`config.mk`:
```
export PLATFORM = sky130hd
export DESIGN_NAME = bbco_exec
export DESIGN_NICKNAME = d
export VERILOG_FILES = /design/src/common/bbco_pkg.sv /design/src/logic/bbco_exec.sv
export SDC_FILE = /design/constraint.sdc
export NUM_CORES = 1
export LEC_CHECK = 0
export BUFFER_PORTS_ARGS = -buffer_cell sky130_fd_sc_hd__buf_2
export CORE_AREA = 8 8 273 275
export CTS_BUF_LIST = sky130_fd_sc_hd__clkbuf_4
export DETAILED_ROUTE_END_ITERATION = 10
export DIE_AREA = 0 0 281 283
export SYNTH_ARGS = -nofsm -noshare
export SYNTH_HDL_FRONTEND = slang
export SYNTH_SLANG_ARGS = --single-unit
```
`constraint.sdc`:
```
create_clock -name clock -period 3.78 [get_ports clock]
set_input_delay 0.756 -clock clock [delete_from_list [all_inputs] [get_ports clock]]
set_output_delay 0.756 -clock clock [all_outputs]
set_load 0.02 [all_outputs]
```
`src/common/bbco_pkg.sv`:
```
package bbco_pkg;

  // ****************************************************************
  // Instruction fields
  // ****************************************************************
  localparam int OPC_HI = 31;
  localparam int OPC_LO = 26;
  localparam int RS_HI = 25;
  localparam int RS_LO = 21;
  localparam int RT_HI = 20;
  localparam int RT_LO = 16;
  localparam int FN_HI = 5;
  localparam int FN_LO = 0;
  localparam int OFF_HI = 15;
  localparam int CSEL_HI = 17;
  localparam int CSEL_LO = 16;
  localparam int COP_HI = 20;
  localparam int COP_LO = 18;
  localparam int SIGN32 = 31;
  localparam int SIGN64 = 63;
  localparam int DW_LO = 3;

  // ****************************************************************
  // Opcodes
  // ****************************************************************
  localparam logic [5:0] OP_SPECIAL = 6'h00;
  localparam logic [5:0] OP_REGISTER_IMMEDIATE_GROUP = 6'h01;
  localparam logic [5:0] OP_BRUNEQ = 6'h05;
  localparam logic [5:0] OP_BRUNEQL = 6'h15;
  localparam logic [5:0] OP_CACHE = 6'h2f;
  localparam logic [5:0] FN_BREAK = 6'h0d;
  localparam logic [4:0] RT_BRNEG = 5'h00;
  localparam logic [4:0] RT_BRNEGL = 5'h02;
  localparam logic [4:0] RT_BRNEGLK = 5'h10;
  localparam logic [4:0] RT_BRNEGLKL = 5'h12;
  localparam logic [4:0] LINK_REG = 5'h1f;
  localparam logic [63:0] LINK_ADD = 64'h8;
  localparam logic [63:0] SLOT_ADD = 64'h4;

  // ****************************************************************
  // Cache geometry and selectors
  // ****************************************************************
  localparam int CACHE_SIZE_LOG2 = 12;
  localparam int LINE_SIZE_LOG2 = 4;
  localparam int IDX_W = CACHE_SIZE_LOG2 - LINE_SIZE_LOG2;
  localparam int DWS_W = LINE_SIZE_LOG2 - DW_LO;
  localparam int TAG_W = 64 - CACHE_SIZE_LOG2;
  localparam logic [1:0] CSEL_INSN = 2'h0;
  localparam logic [1:0] CSEL_DATA = 2'h1;
  localparam logic [2:0] COP_IDX_INV = 3'h0;
  localparam logic [2:0] COP_IDX_LDTAG = 3'h1;
  localparam logic [2:0] COP_IDX_STTAG = 3'h2;
  localparam logic [2:0] COP_HIT_INV = 3'h4;
  localparam logic [2:0] COP_HIT_WBINV = 3'h5;

  typedef enum logic [2:0] {
    BBCO_IDLE = 3'b001,
    BBCO_SLOT = 3'b010,
    BBCO_CACHE = 3'b100
  } bbco_state_t;

  typedef struct packed {
    logic valid;
    logic [63:0] pc;
    logic [31:0] insn;
    logic [63:0] rsVal;
    logic [63:0] rtVal;
    logic mode64;
    logic userOrSup;
    logic sysCtlEnable;
    logic parityOverride;
    logic [7:0] parityErr;
  } bbco_issue_t;

  typedef struct packed {
    logic req;
    logic [1:0] cacheSel;
    logic [2:0] op;
    logic [IDX_W-1:0] index;
    logic [DWS_W-1:0] dwordSel;
    logic isIndex;
    logic useParityOverride;
    logic [7:0] parity;
    logic [63:0] vAddr;
  } bbco_cache_cmd_t;

endpackage : bbco_pkg

```
`src/logic/bbco_exec.sv`:
```
`timescale 1ns/1ps
`default_nettype none
// Summary of operation
// - Branch target is sign-extended offset shifted by two, plus delay-slot address.
// - Taken branch redirects the PC after the delay-slot instruction executes.
// - Negative-test branches take when rs sign bit is set: bit 63 in 64-bit mode, else bit 31.
// - Negative link branches always write PC plus 8 into register 31.
// - Likely branches cancel the delay slot when not taken.
// - Link branch with rs equal to register 31 raises no exception.
// - Unequal branches take when full rs and rt differ.
// - Breakpoint raises its exception immediately and unconditionally.
// - Breakpoint code field is ignored by execution.
// - Cache address is sign-extended offset plus base, then TLB translated.
// - Cache op in user or supervisor without control enable is unusable.
// - Index operations select the block from the cache index address bits.
// - Tag read also selects a parity doubleword from bits down to 3.
// - Fill with parity override writes the parity error register value.
// - Hit operations act only on a valid block whose tag matches.
// - Write-back address comes from the stored tag, not the TLB.
// - TLB refill or invalid may fault; index ops never raise TLB modified.
// - Instruction bits 17 and 16 select the target cache.
// - Instruction bits 20 down to 18 select the cache operation.
module bbco_exec
  import bbco_pkg::*;
(
  input wire logic clock,
  input wire logic sys_rst,
  input wire logic clockEnable,
  input wire bbco_issue_t issue,
  input wire logic tlbDone,
  input wire logic [63:0] tlbPaddr,
  input wire logic tlbRefill,
  input wire logic tlbInvalid,
  input wire logic tlbModified,
  input wire logic lineValid,
  input wire logic [TAG_W-1:0] lineTag,
  input wire logic lineDirty,
  output logic pcRedirect,
  output logic [63:0] pcTarget,
  output logic slotCancel,
  output logic linkWrite,
  output logic [4:0] linkReg,
  output logic [63:0] linkData,
  output logic breakExc,
  output logic cpUnusableExc,
  output logic tlbRefillExc,
  output logic tlbInvalidExc,
  output logic tlbModifiedExc,
  output logic tlbReq,
  output logic [63:0] tlbVaddr,
  output bbco_cache_cmd_t cacheCmd,
  output logic hitAct,
  output logic wbReq,
  output logic [63:0] wbAddr,
  output logic busy
);

  // ****************************************************************
  // Decode
  // ****************************************************************
  function automatic logic [63:0] sext16(input logic [15:0] v);
    sext16 = {{48{v[OFF_HI]}}, v};
  endfunction : sext16

  logic [5:0] opc;
  logic [4:0] rtCode;
  logic isNeg;
  logic isNegLink;
  logic isNegLikely;
  logic isUneq;
  logic isUneqLikely;
  logic isBreak;
  logic isCache;
  logic negCond;
  logic uneqCond;
  logic cond;
  logic isBranch;
  logic isLikely;
  logic [63:0] slotPc;
  logic [63:0] brTarget;
  logic [63:0] cacheVaddr;

  always_comb begin
    opc = issue.insn[OPC_HI:OPC_LO];
    rtCode = issue.insn[RT_HI:RT_LO];
    isNeg = (opc == OP_REGISTER_IMMEDIATE_GROUP) && (rtCode == RT_BRNEG || rtCode == RT_BRNEGL
            || rtCode == RT_BRNEGLK || rtCode == RT_BRNEGLKL);
    isNegLink = (opc == OP_REGISTER_IMMEDIATE_GROUP) && (rtCode == RT_BRNEGLK || rtCode == RT_BRNEGLKL);
    isNegLikely = (opc == OP_REGISTER_IMMEDIATE_GROUP) && (rtCode == RT_BRNEGL || rtCode == RT_BRNEGLKL);
    isUneq = (opc == OP_BRUNEQ) || (opc == OP_BRUNEQL);
    isUneqLikely = (opc == OP_BRUNEQL);
    // The code field is never looked at; only opcode and function matter.
    isBreak = (opc == OP_SPECIAL) && (issue.insn[FN_HI:FN_LO] == FN_BREAK);
    isCache = (opc == OP_CACHE);
    negCond = issue.mode64 ? issue.rsVal[SIGN64] : issue.rsVal[SIGN32];
    uneqCond = (issue.rsVal != issue.rtVal);
    isBranch = isNeg || isUneq;
    isLikely = isNegLikely || isUneqLikely;
    cond = isNeg ? negCond : uneqCond;
    slotPc = issue.pc + SLOT_ADD;
    brTarget = slotPc + (sext16(issue.insn[OFF_HI:0]) << 2);
    cacheVaddr = sext16(issue.insn[OFF_HI:0]) + issue.rsVal;
  end

  // ****************************************************************
  // Sequencing
  // ****************************************************************
  bbco_state_t state;
  bbco_state_t next_state;
  logic [63:0] heldTarget;
  logic [63:0] next_heldTarget;
  logic heldTaken;
  logic next_heldTaken;
  bbco_cache_cmd_t next_cacheCmd;
  logic next_pcRedirect;
  logic next_slotCancel;
  logic next_linkWrite;
  logic [63:0] next_linkData;
  logic next_breakExc;
  logic next_cpUnusableExc;
  logic next_tlbRefillExc;
  logic next_tlbInvalidExc;
  logic next_hitAct;
  logic next_wbReq;
  logic [63:0] next_wbAddr;
  logic tagHit;

  always_comb begin
    next_state = state;
    next_heldTarget = heldTarget;
    next_heldTaken = heldTaken;
    next_cacheCmd = cacheCmd;
    next_pcRedirect = 1'b0;
    next_slotCancel = 1'b0;
    next_linkWrite = 1'b0;
    next_linkData = linkData;
    next_breakExc = 1'b0;
    next_cpUnusableExc = 1'b0;
    next_tlbRefillExc = 1'b0;
    next_tlbInvalidExc = 1'b0;
    next_hitAct = 1'b0;
    next_wbReq = 1'b0;
    next_wbAddr = wbAddr;
    tagHit = lineValid && (lineTag == tlbPaddr[63:CACHE_SIZE_LOG2]);
    case (state)
      BBCO_IDLE: begin
        if (issue.valid && isBranch) begin
          next_heldTarget = brTarget;
          next_heldTaken = cond;
          next_state = BBCO_SLOT;
          // Link write is unconditional and never checks rs against r31.
          if (isNegLink) begin
            next_linkWrite = 1'b1;
            next_linkData = issue.pc + LINK_ADD;
          end
          if (isLikely && !cond) begin
            next_slotCancel = 1'b1;
          end
        end else if (issue.valid && isBreak) begin
          next_breakExc = 1'b1;
        end else if (issue.valid && isCache) begin
          if (issue.userOrSup && !issue.sysCtlEnable) begin
            next_cpUnusableExc = 1'b1;
          end else begin
            next_cacheCmd.req = 1'b1;
            next_cacheCmd.vAddr = cacheVaddr;
            next_cacheCmd.cacheSel = issue.insn[CSEL_HI:CSEL_LO];
            next_cacheCmd.op = issue.insn[COP_HI:COP_LO];
            next_cacheCmd.index = cacheVaddr[CACHE_SIZE_LOG2-1:LINE_SIZE_LOG2];
            next_cacheCmd.dwordSel = cacheVaddr[LINE_SIZE_LOG2-1:DW_LO];
            next_cacheCmd.isIndex = (issue.insn[COP_HI:COP_LO] < COP_HIT_INV);
            next_cacheCmd.useParityOverride = issue.parityOverride;
            next_cacheCmd.parity = issue.parityErr;
            next_state = BBCO_CACHE;
          end
        end
      end
      BBCO_SLOT: begin
        // The slot instruction issues during this cycle; redirect follows it.
        if (issue.valid) begin
          next_pcRedirect = heldTaken;
          next_state = BBCO_IDLE;
        end
      end
      BBCO_CACHE: begin
        if (tlbDone) begin
          next_state = BBCO_IDLE;
          next_cacheCmd.req = 1'b0;
          if (tlbRefill) begin
            next_tlbRefillExc = 1'b1;
          end else if (tlbInvalid) begin
            next_tlbInvalidExc = 1'b1;
          end else if (cacheCmd.isIndex) begin
            next_hitAct = 1'b1;
            if (cacheCmd.cacheSel == CSEL_DATA && cacheCmd.op == COP_IDX_INV
                && lineValid && lineDirty) begin
              next_wbReq = 1'b1;
              next_wbAddr = {lineTag, cacheCmd.index, {LINE_SIZE_LOG2{1'b0}}};
            end
          end else if (tagHit) begin
            next_hitAct = 1'b1;
            if (cacheCmd.op != COP_HIT_INV && lineDirty) begin
              next_wbReq = 1'b1;
              next_wbAddr = {lineTag, cacheCmd.index, {LINE_SIZE_LOG2{1'b0}}};
            end
          end
        end
      end
      default: next_state = BBCO_IDLE;
    endcase
  end

  always_ff @(posedge clock) begin
    if (sys_rst) begin
      state <= BBCO_IDLE;
      heldTarget <= '0;
      heldTaken <= 1'b0;
      cacheCmd <= '0;
      pcRedirect <= 1'b0;
      slotCancel <= 1'b0;
      linkWrite <= 1'b0;
      linkData <= '0;
      breakExc <= 1'b0;
      cpUnusableExc <= 1'b0;
      tlbRefillExc <= 1'b0;
      tlbInvalidExc <= 1'b0;
      hitAct <= 1'b0;
      wbReq <= 1'b0;
      wbAddr <= '0;
    end else if (clockEnable) begin
      state <= next_state;
      heldTarget <= next_heldTarget;
      heldTaken <= next_heldTaken;
      cacheCmd <= next_cacheCmd;
      pcRedirect <= next_pcRedirect;
      slotCancel <= next_slotCancel;
      linkWrite <= next_linkWrite;
      linkData <= next_linkData;
      breakExc <= next_breakExc;
      cpUnusableExc <= next_cpUnusableExc;
      tlbRefillExc <= next_tlbRefillExc;
      tlbInvalidExc <= next_tlbInvalidExc;
      hitAct <= next_hitAct;
      wbReq <= next_wbReq;
      wbAddr <= next_wbAddr;
    end
  end

  // Index operations never report a modified fault, whatever the TLB says.
  assign tlbModifiedExc = 1'b0;
  assign pcTarget = heldTarget;
  assign linkReg = LINK_REG;
  assign tlbReq = (state == BBCO_CACHE);
  assign tlbVaddr = cacheCmd.vAddr;
  assign busy = (state != BBCO_IDLE);
endmodule : bbco_exec
`default_nettype wire

```
* After elaboration in Yosys (flattened, before gate mapping)
Index checks and enable logic that the tools add are counted.
Word-level totals: register bits after elaboration 294, input bits 362, output and inout port bits 362, word-level logic and storage cells 151
Operators by class: add/subtract/negate cells 4, magnitude comparators 1, eq/ne operators 26, muxes and demuxes 56, bitwise operators 5, reductions and logical operators 36
Operators with widths (number):
- $mux 89 | 4
- $mux 64 | 4
- $add 64x64->64 | 2
- $add 64x3->64 const B | 1
- $add 64x4->64 const B | 1
- $ne 64x64->1 | 1
- $eq 52x52->1 | 1
- $mux 1 | 40
- $mux 3 | 6
- $logic_and 1x1->1 | 14
- $ne 2x2->1 const B | 6
- $ne 3x3->1 const B | 4
- $reduce_and 6->1 | 2
- $eq 5x5->1 const B | 2
- $pmux 3 s3 | 1
- $logic_or 1x1->1 | 8
- $reduce_and 8->1 | 1
- $reduce_and 7->1 | 1
- $eq 6x1->1 const B | 1
- $eq 6x3->1 const B | 1
- $eq 6x4->1 const B | 1
- $eq 6x5->1 const B | 1
- $eq 6x6->1 const B | 1
- $logic_not 6->1 | 1
- 16 further kinds | 23

* Logic depth before layout (Yosys ltp)
depth in word-level cells 11, mapped depth 16, depth with buffers taken out 16

* Least setup slack after synthesis
No wires, ideal clock.
path kind input port to flip-flop, start input port issue[141] (netlist bit), end register heldTarget[51], in the netlist pcTarget[51], setup time 0.062 ns, arrival 3.716 ns, slack 0.002 ns, stages on the path 14, path buffers 0, path through ha_1 -> ha_1 -> inv_1 -> fa_1 -> nand2b_1 -> a211oi_1 -> o21ai_0 -> a31oi_1 -> a2111o_1 -> a21oi_1 -> o21bai_1 -> a31oi_1 -> or4_1 -> nand3_1
Between the ends: longest elaborated chain between the ends 1
Ends and longest elaborated chain:
- start: declaration | RTL line bbco_exec.sv:29 | input wire bbco_issue_t issue,
- $add 64x64->64 | RTL line bbco_exec.sv:101 | brTarget = slotPc + (sext16(issue.insn[OFF_HI:0]) << 2);
- end signal: assignment | RTL line bbco_exec.sv:232 | heldTarget <= next_heldTarget;
- end: declaration | RTL line bbco_exec.sv:110 | logic [63:0] heldTarget;
No other way between the ends. A chain may end at the register's enable or synchronous reset.

* Worst setup path in the final report
start input port issue[140] (netlist bit), end register heldTarget[57], in the netlist pcTarget[57]
Same word-level chain as after synthesis.

==> run metrics <==
status complete, no violations; Die Y 283 µm; Detailed Place HPWL 82800 µm; H-tree levels 3; root buf cell clkbuf_4; period utilization 94.5%; Setup CP Type in -> reg; die outline area 0.0795 mm²; Port Buf Inserts 695; WHS 0.157 ns; Worst Max-Slew Pin Slew 0.984 ns; Static Leak 14.0 nW; Site Rows 98; max-cap viol count 0; Pwr Density 308 mW/mm²; Worst Clk Skew 0.0749 ns; RSZ-0062 raised after global routing false; Final nets 4163; antenna violations before repair 8; startpoint types primary input; Tot Pwr 8.80 mW; clock slew at reported path FFs 0.07 ns; largest net degree at the start of global routing 96; CP max FO 4; share of cells above drive strength 1 34.2%; DRT iter0 DRCs 1164; Detail Route Antenna Nets 0; core area 0.0705 mm²; Top Ports 724; worst-case clock buffer depth 3; total CTS buffers 86; synthesized instance count 2638; top post-synthesis cells by count nand2_1, dfxtp_1, a21oi_1; slowest stage delay, CP 0.50 ns; Finish-stage setup viols 0; TritonCTS sink count 281; TritonCTS clock tree done; sequential fraction of the synthesis area 27.1%; Main synth FF type dfxtp_1; largest area contributor in the netlist dfxtp_1; via count 23157; cell with the most instances after synthesis nand2_1; total global-route track usage 23.7%; minimum clock period 3.57 ns; type of destination of the critical path flip-flop; wire per inst 21.4 µm; Slowest cell on crit path a2111o_1; Hold Fails Final Rpt 0; Hold Path Class in -> reg; total gr overflow 0; Final GP Congestion 0.947; first-pass GRT wire length 145000 µm; largest cells by area after synthesis dfxtp_1, ha_1, xnor2_1; DRT Pass-1 Iters 5; Slew HR 33.9%; synthesized flop and latch total 281; Syn Area/Cell 7.87 µm²; async set or reset register ratio after synthesis 0%; CP cell instances buf_2 > inv_1 > ha_1 > inv_1 > ha_1 > inv_1 > fa_1 > nand2b_1 > a211oi_2 > o21ai_1 > a31oi_1 > buf_4 > a2111o_1 > buf_4 > a21o_1 > a21o_1 > buf_4 > a31oi_1 > xnor2_1 > o21ai_0; CP Data Arrival Time 4.23 ns; DRC viols 0; synth warn 0; Initial Utilization 29.4%; area grow syn2layout 37.6%; clk_lat worst skew 0.82 ns; Req. time, crit path 4.44 ns; post-synth top area share 27.1%; final wirelength 99100 µm; critical path's top delay family compound AO/OA/AOI/OAI gates; routed vias/inst 4.99; Die W 281 µm; number of synthesized flops with an enable pin 0; Peak VDD IR 0.000206 V; max frequency 0.280 GHz; synth unique cells 84; Final Slew Violations 0; worst path bufs/invs 7; cell area after synthesis 0.0208 mm²; vias in the first global route 23060
-- worst register-to-register path, delay by kind of cell, from the launching register on --
family,cells,cell delay (ns)
buffers and inverters,3,0.52
muxes,1,0.29
DFF,1,0.38
AOI/OAI and AO/OA,1,0.20
and+or+nand+nor,5,0.87
-- power breakdown --
part | internal, mW | leakage, nW | switching [mW]
Clock | 1.41 | 0.609 | 1.52
Combinational | 1.32 | 11.2 | 1.58
Sequential | 2.97 | 2.26 | 0.00847
-- cell type report --
| type | instances | area [µm²] |
|---|---|---|
| clock inverters | 38 | 176 |
| well taps | 950 | 1190 |
| multi-input cells | 2087 | 13800 |
| clock buffers | 113 | 848 |
| inverters | 56 | 210 |
| fillers | 7505 | 41900 |
| repair buffers | 1102 | 6670 |
| diodes | 12 | 30.0 |
| flip-flops and latches | 281 | 5630 |
-- stage by stage --
step	setup TNS (ns)	cells	cell area, µm²	setup WS (ns)	utilization [%]
floorplan	0	2646	20800	0.00152	-
global placement	-16.06	4476	27500	-0.691	39.0
detailed placement	-17.00	4476	27500	-0.740	39.0
CTS	0	4627	28500	0.182	40.5
global route	0	4634	28600	0.0336	40.5
finish	0	4639	28600	0.208	40.5
-- flip-flops by register name, summed over array words and instances, names as in the netlist --
register / cells
heldTaken: 1
breakExc: 1
pcTarget: 64
tlbInvalidExc: 1
cacheCmd: 23
slotCancel: 1
wbAddr: 60
hitAct: 1
tlbRefillExc: 1
tlbVaddr: 57
wbReq: 1
linkWrite: 1
linkData: 64
state: 3
pcRedirect: 1
cpUnusableExc: 1
-- worst paths after layout --
check              startpoint      endpoint  slack (ns)  cells past startpoint
setup reg to reg     state[2]    wbAddr[58]        1.37                     10
hold reg to reg   pcTarget[8]   pcTarget[8]        0.44                      2
setup / recovery   issue[140]  pcTarget[57]        0.21                     20
hold / removal       issue[6]  cacheCmd[70]        0.16                      3
-- routing by layer --
metal / track usage [%] / vias up / wire length, µm
li1: - / 11366 / -
met5: 0 / - / 0
met1: 28.5 / 10855 / 41400
met2: 39.8 / 784 / 45900
met3: 6.45 / 152 / 7950
met4: 9.04 / 0 / 3730
-- placed cells by master (no fill, tap or decap), types with 10 or more instances in the layout --
cell	count
a211oi_1	76
a21o_1	68
a21oi_1	246
a31oi_1	18
and3_1	31
and4_1	14
buf_12	10
buf_2	693
buf_4	398
clkbuf_4	113
clkinv_1	24
conb_1	10
dfxtp_1	281
diode_2	12
ha_1	185
inv_1	55
mux2i_1	63
nand2_1	320
nand2b_1	15
nand3_1	67
nand4_1	99
nor2_1	245
nor3_1	28
nor4_1	25
o21a_1	17
o21ai_0	89
o21ai_1	12
o21bai_1	28
or3_1	11
xnor2_1	146
xor2_1	127
-- cell families (layout without fill, tap and decap cells) --
family | count (synthesis) | in the layout | synth area share [%]
mux | 63 | 63 | 3.04
fa+ha+maj | 187 | 187 | 11.3
xor+xnor | 273 | 273 | 11.5
flops | 281 | 281 | 27.1
compound gates | 652 | 652 | 20.1
other cells | 2 | 22 | 0.0362
buf+inv | 278 | 1309 | 6.63
simple gates | 902 | 902 | 20.2
-- what timing repair did --
action / CTS / global route
gates resized for setup: 0 / 3
hold buffers: 0 / 0
endpoints found under the setup margin: 0 / 8
setup buffers: 0 / 0
Power figures use the tool's default switching activity.
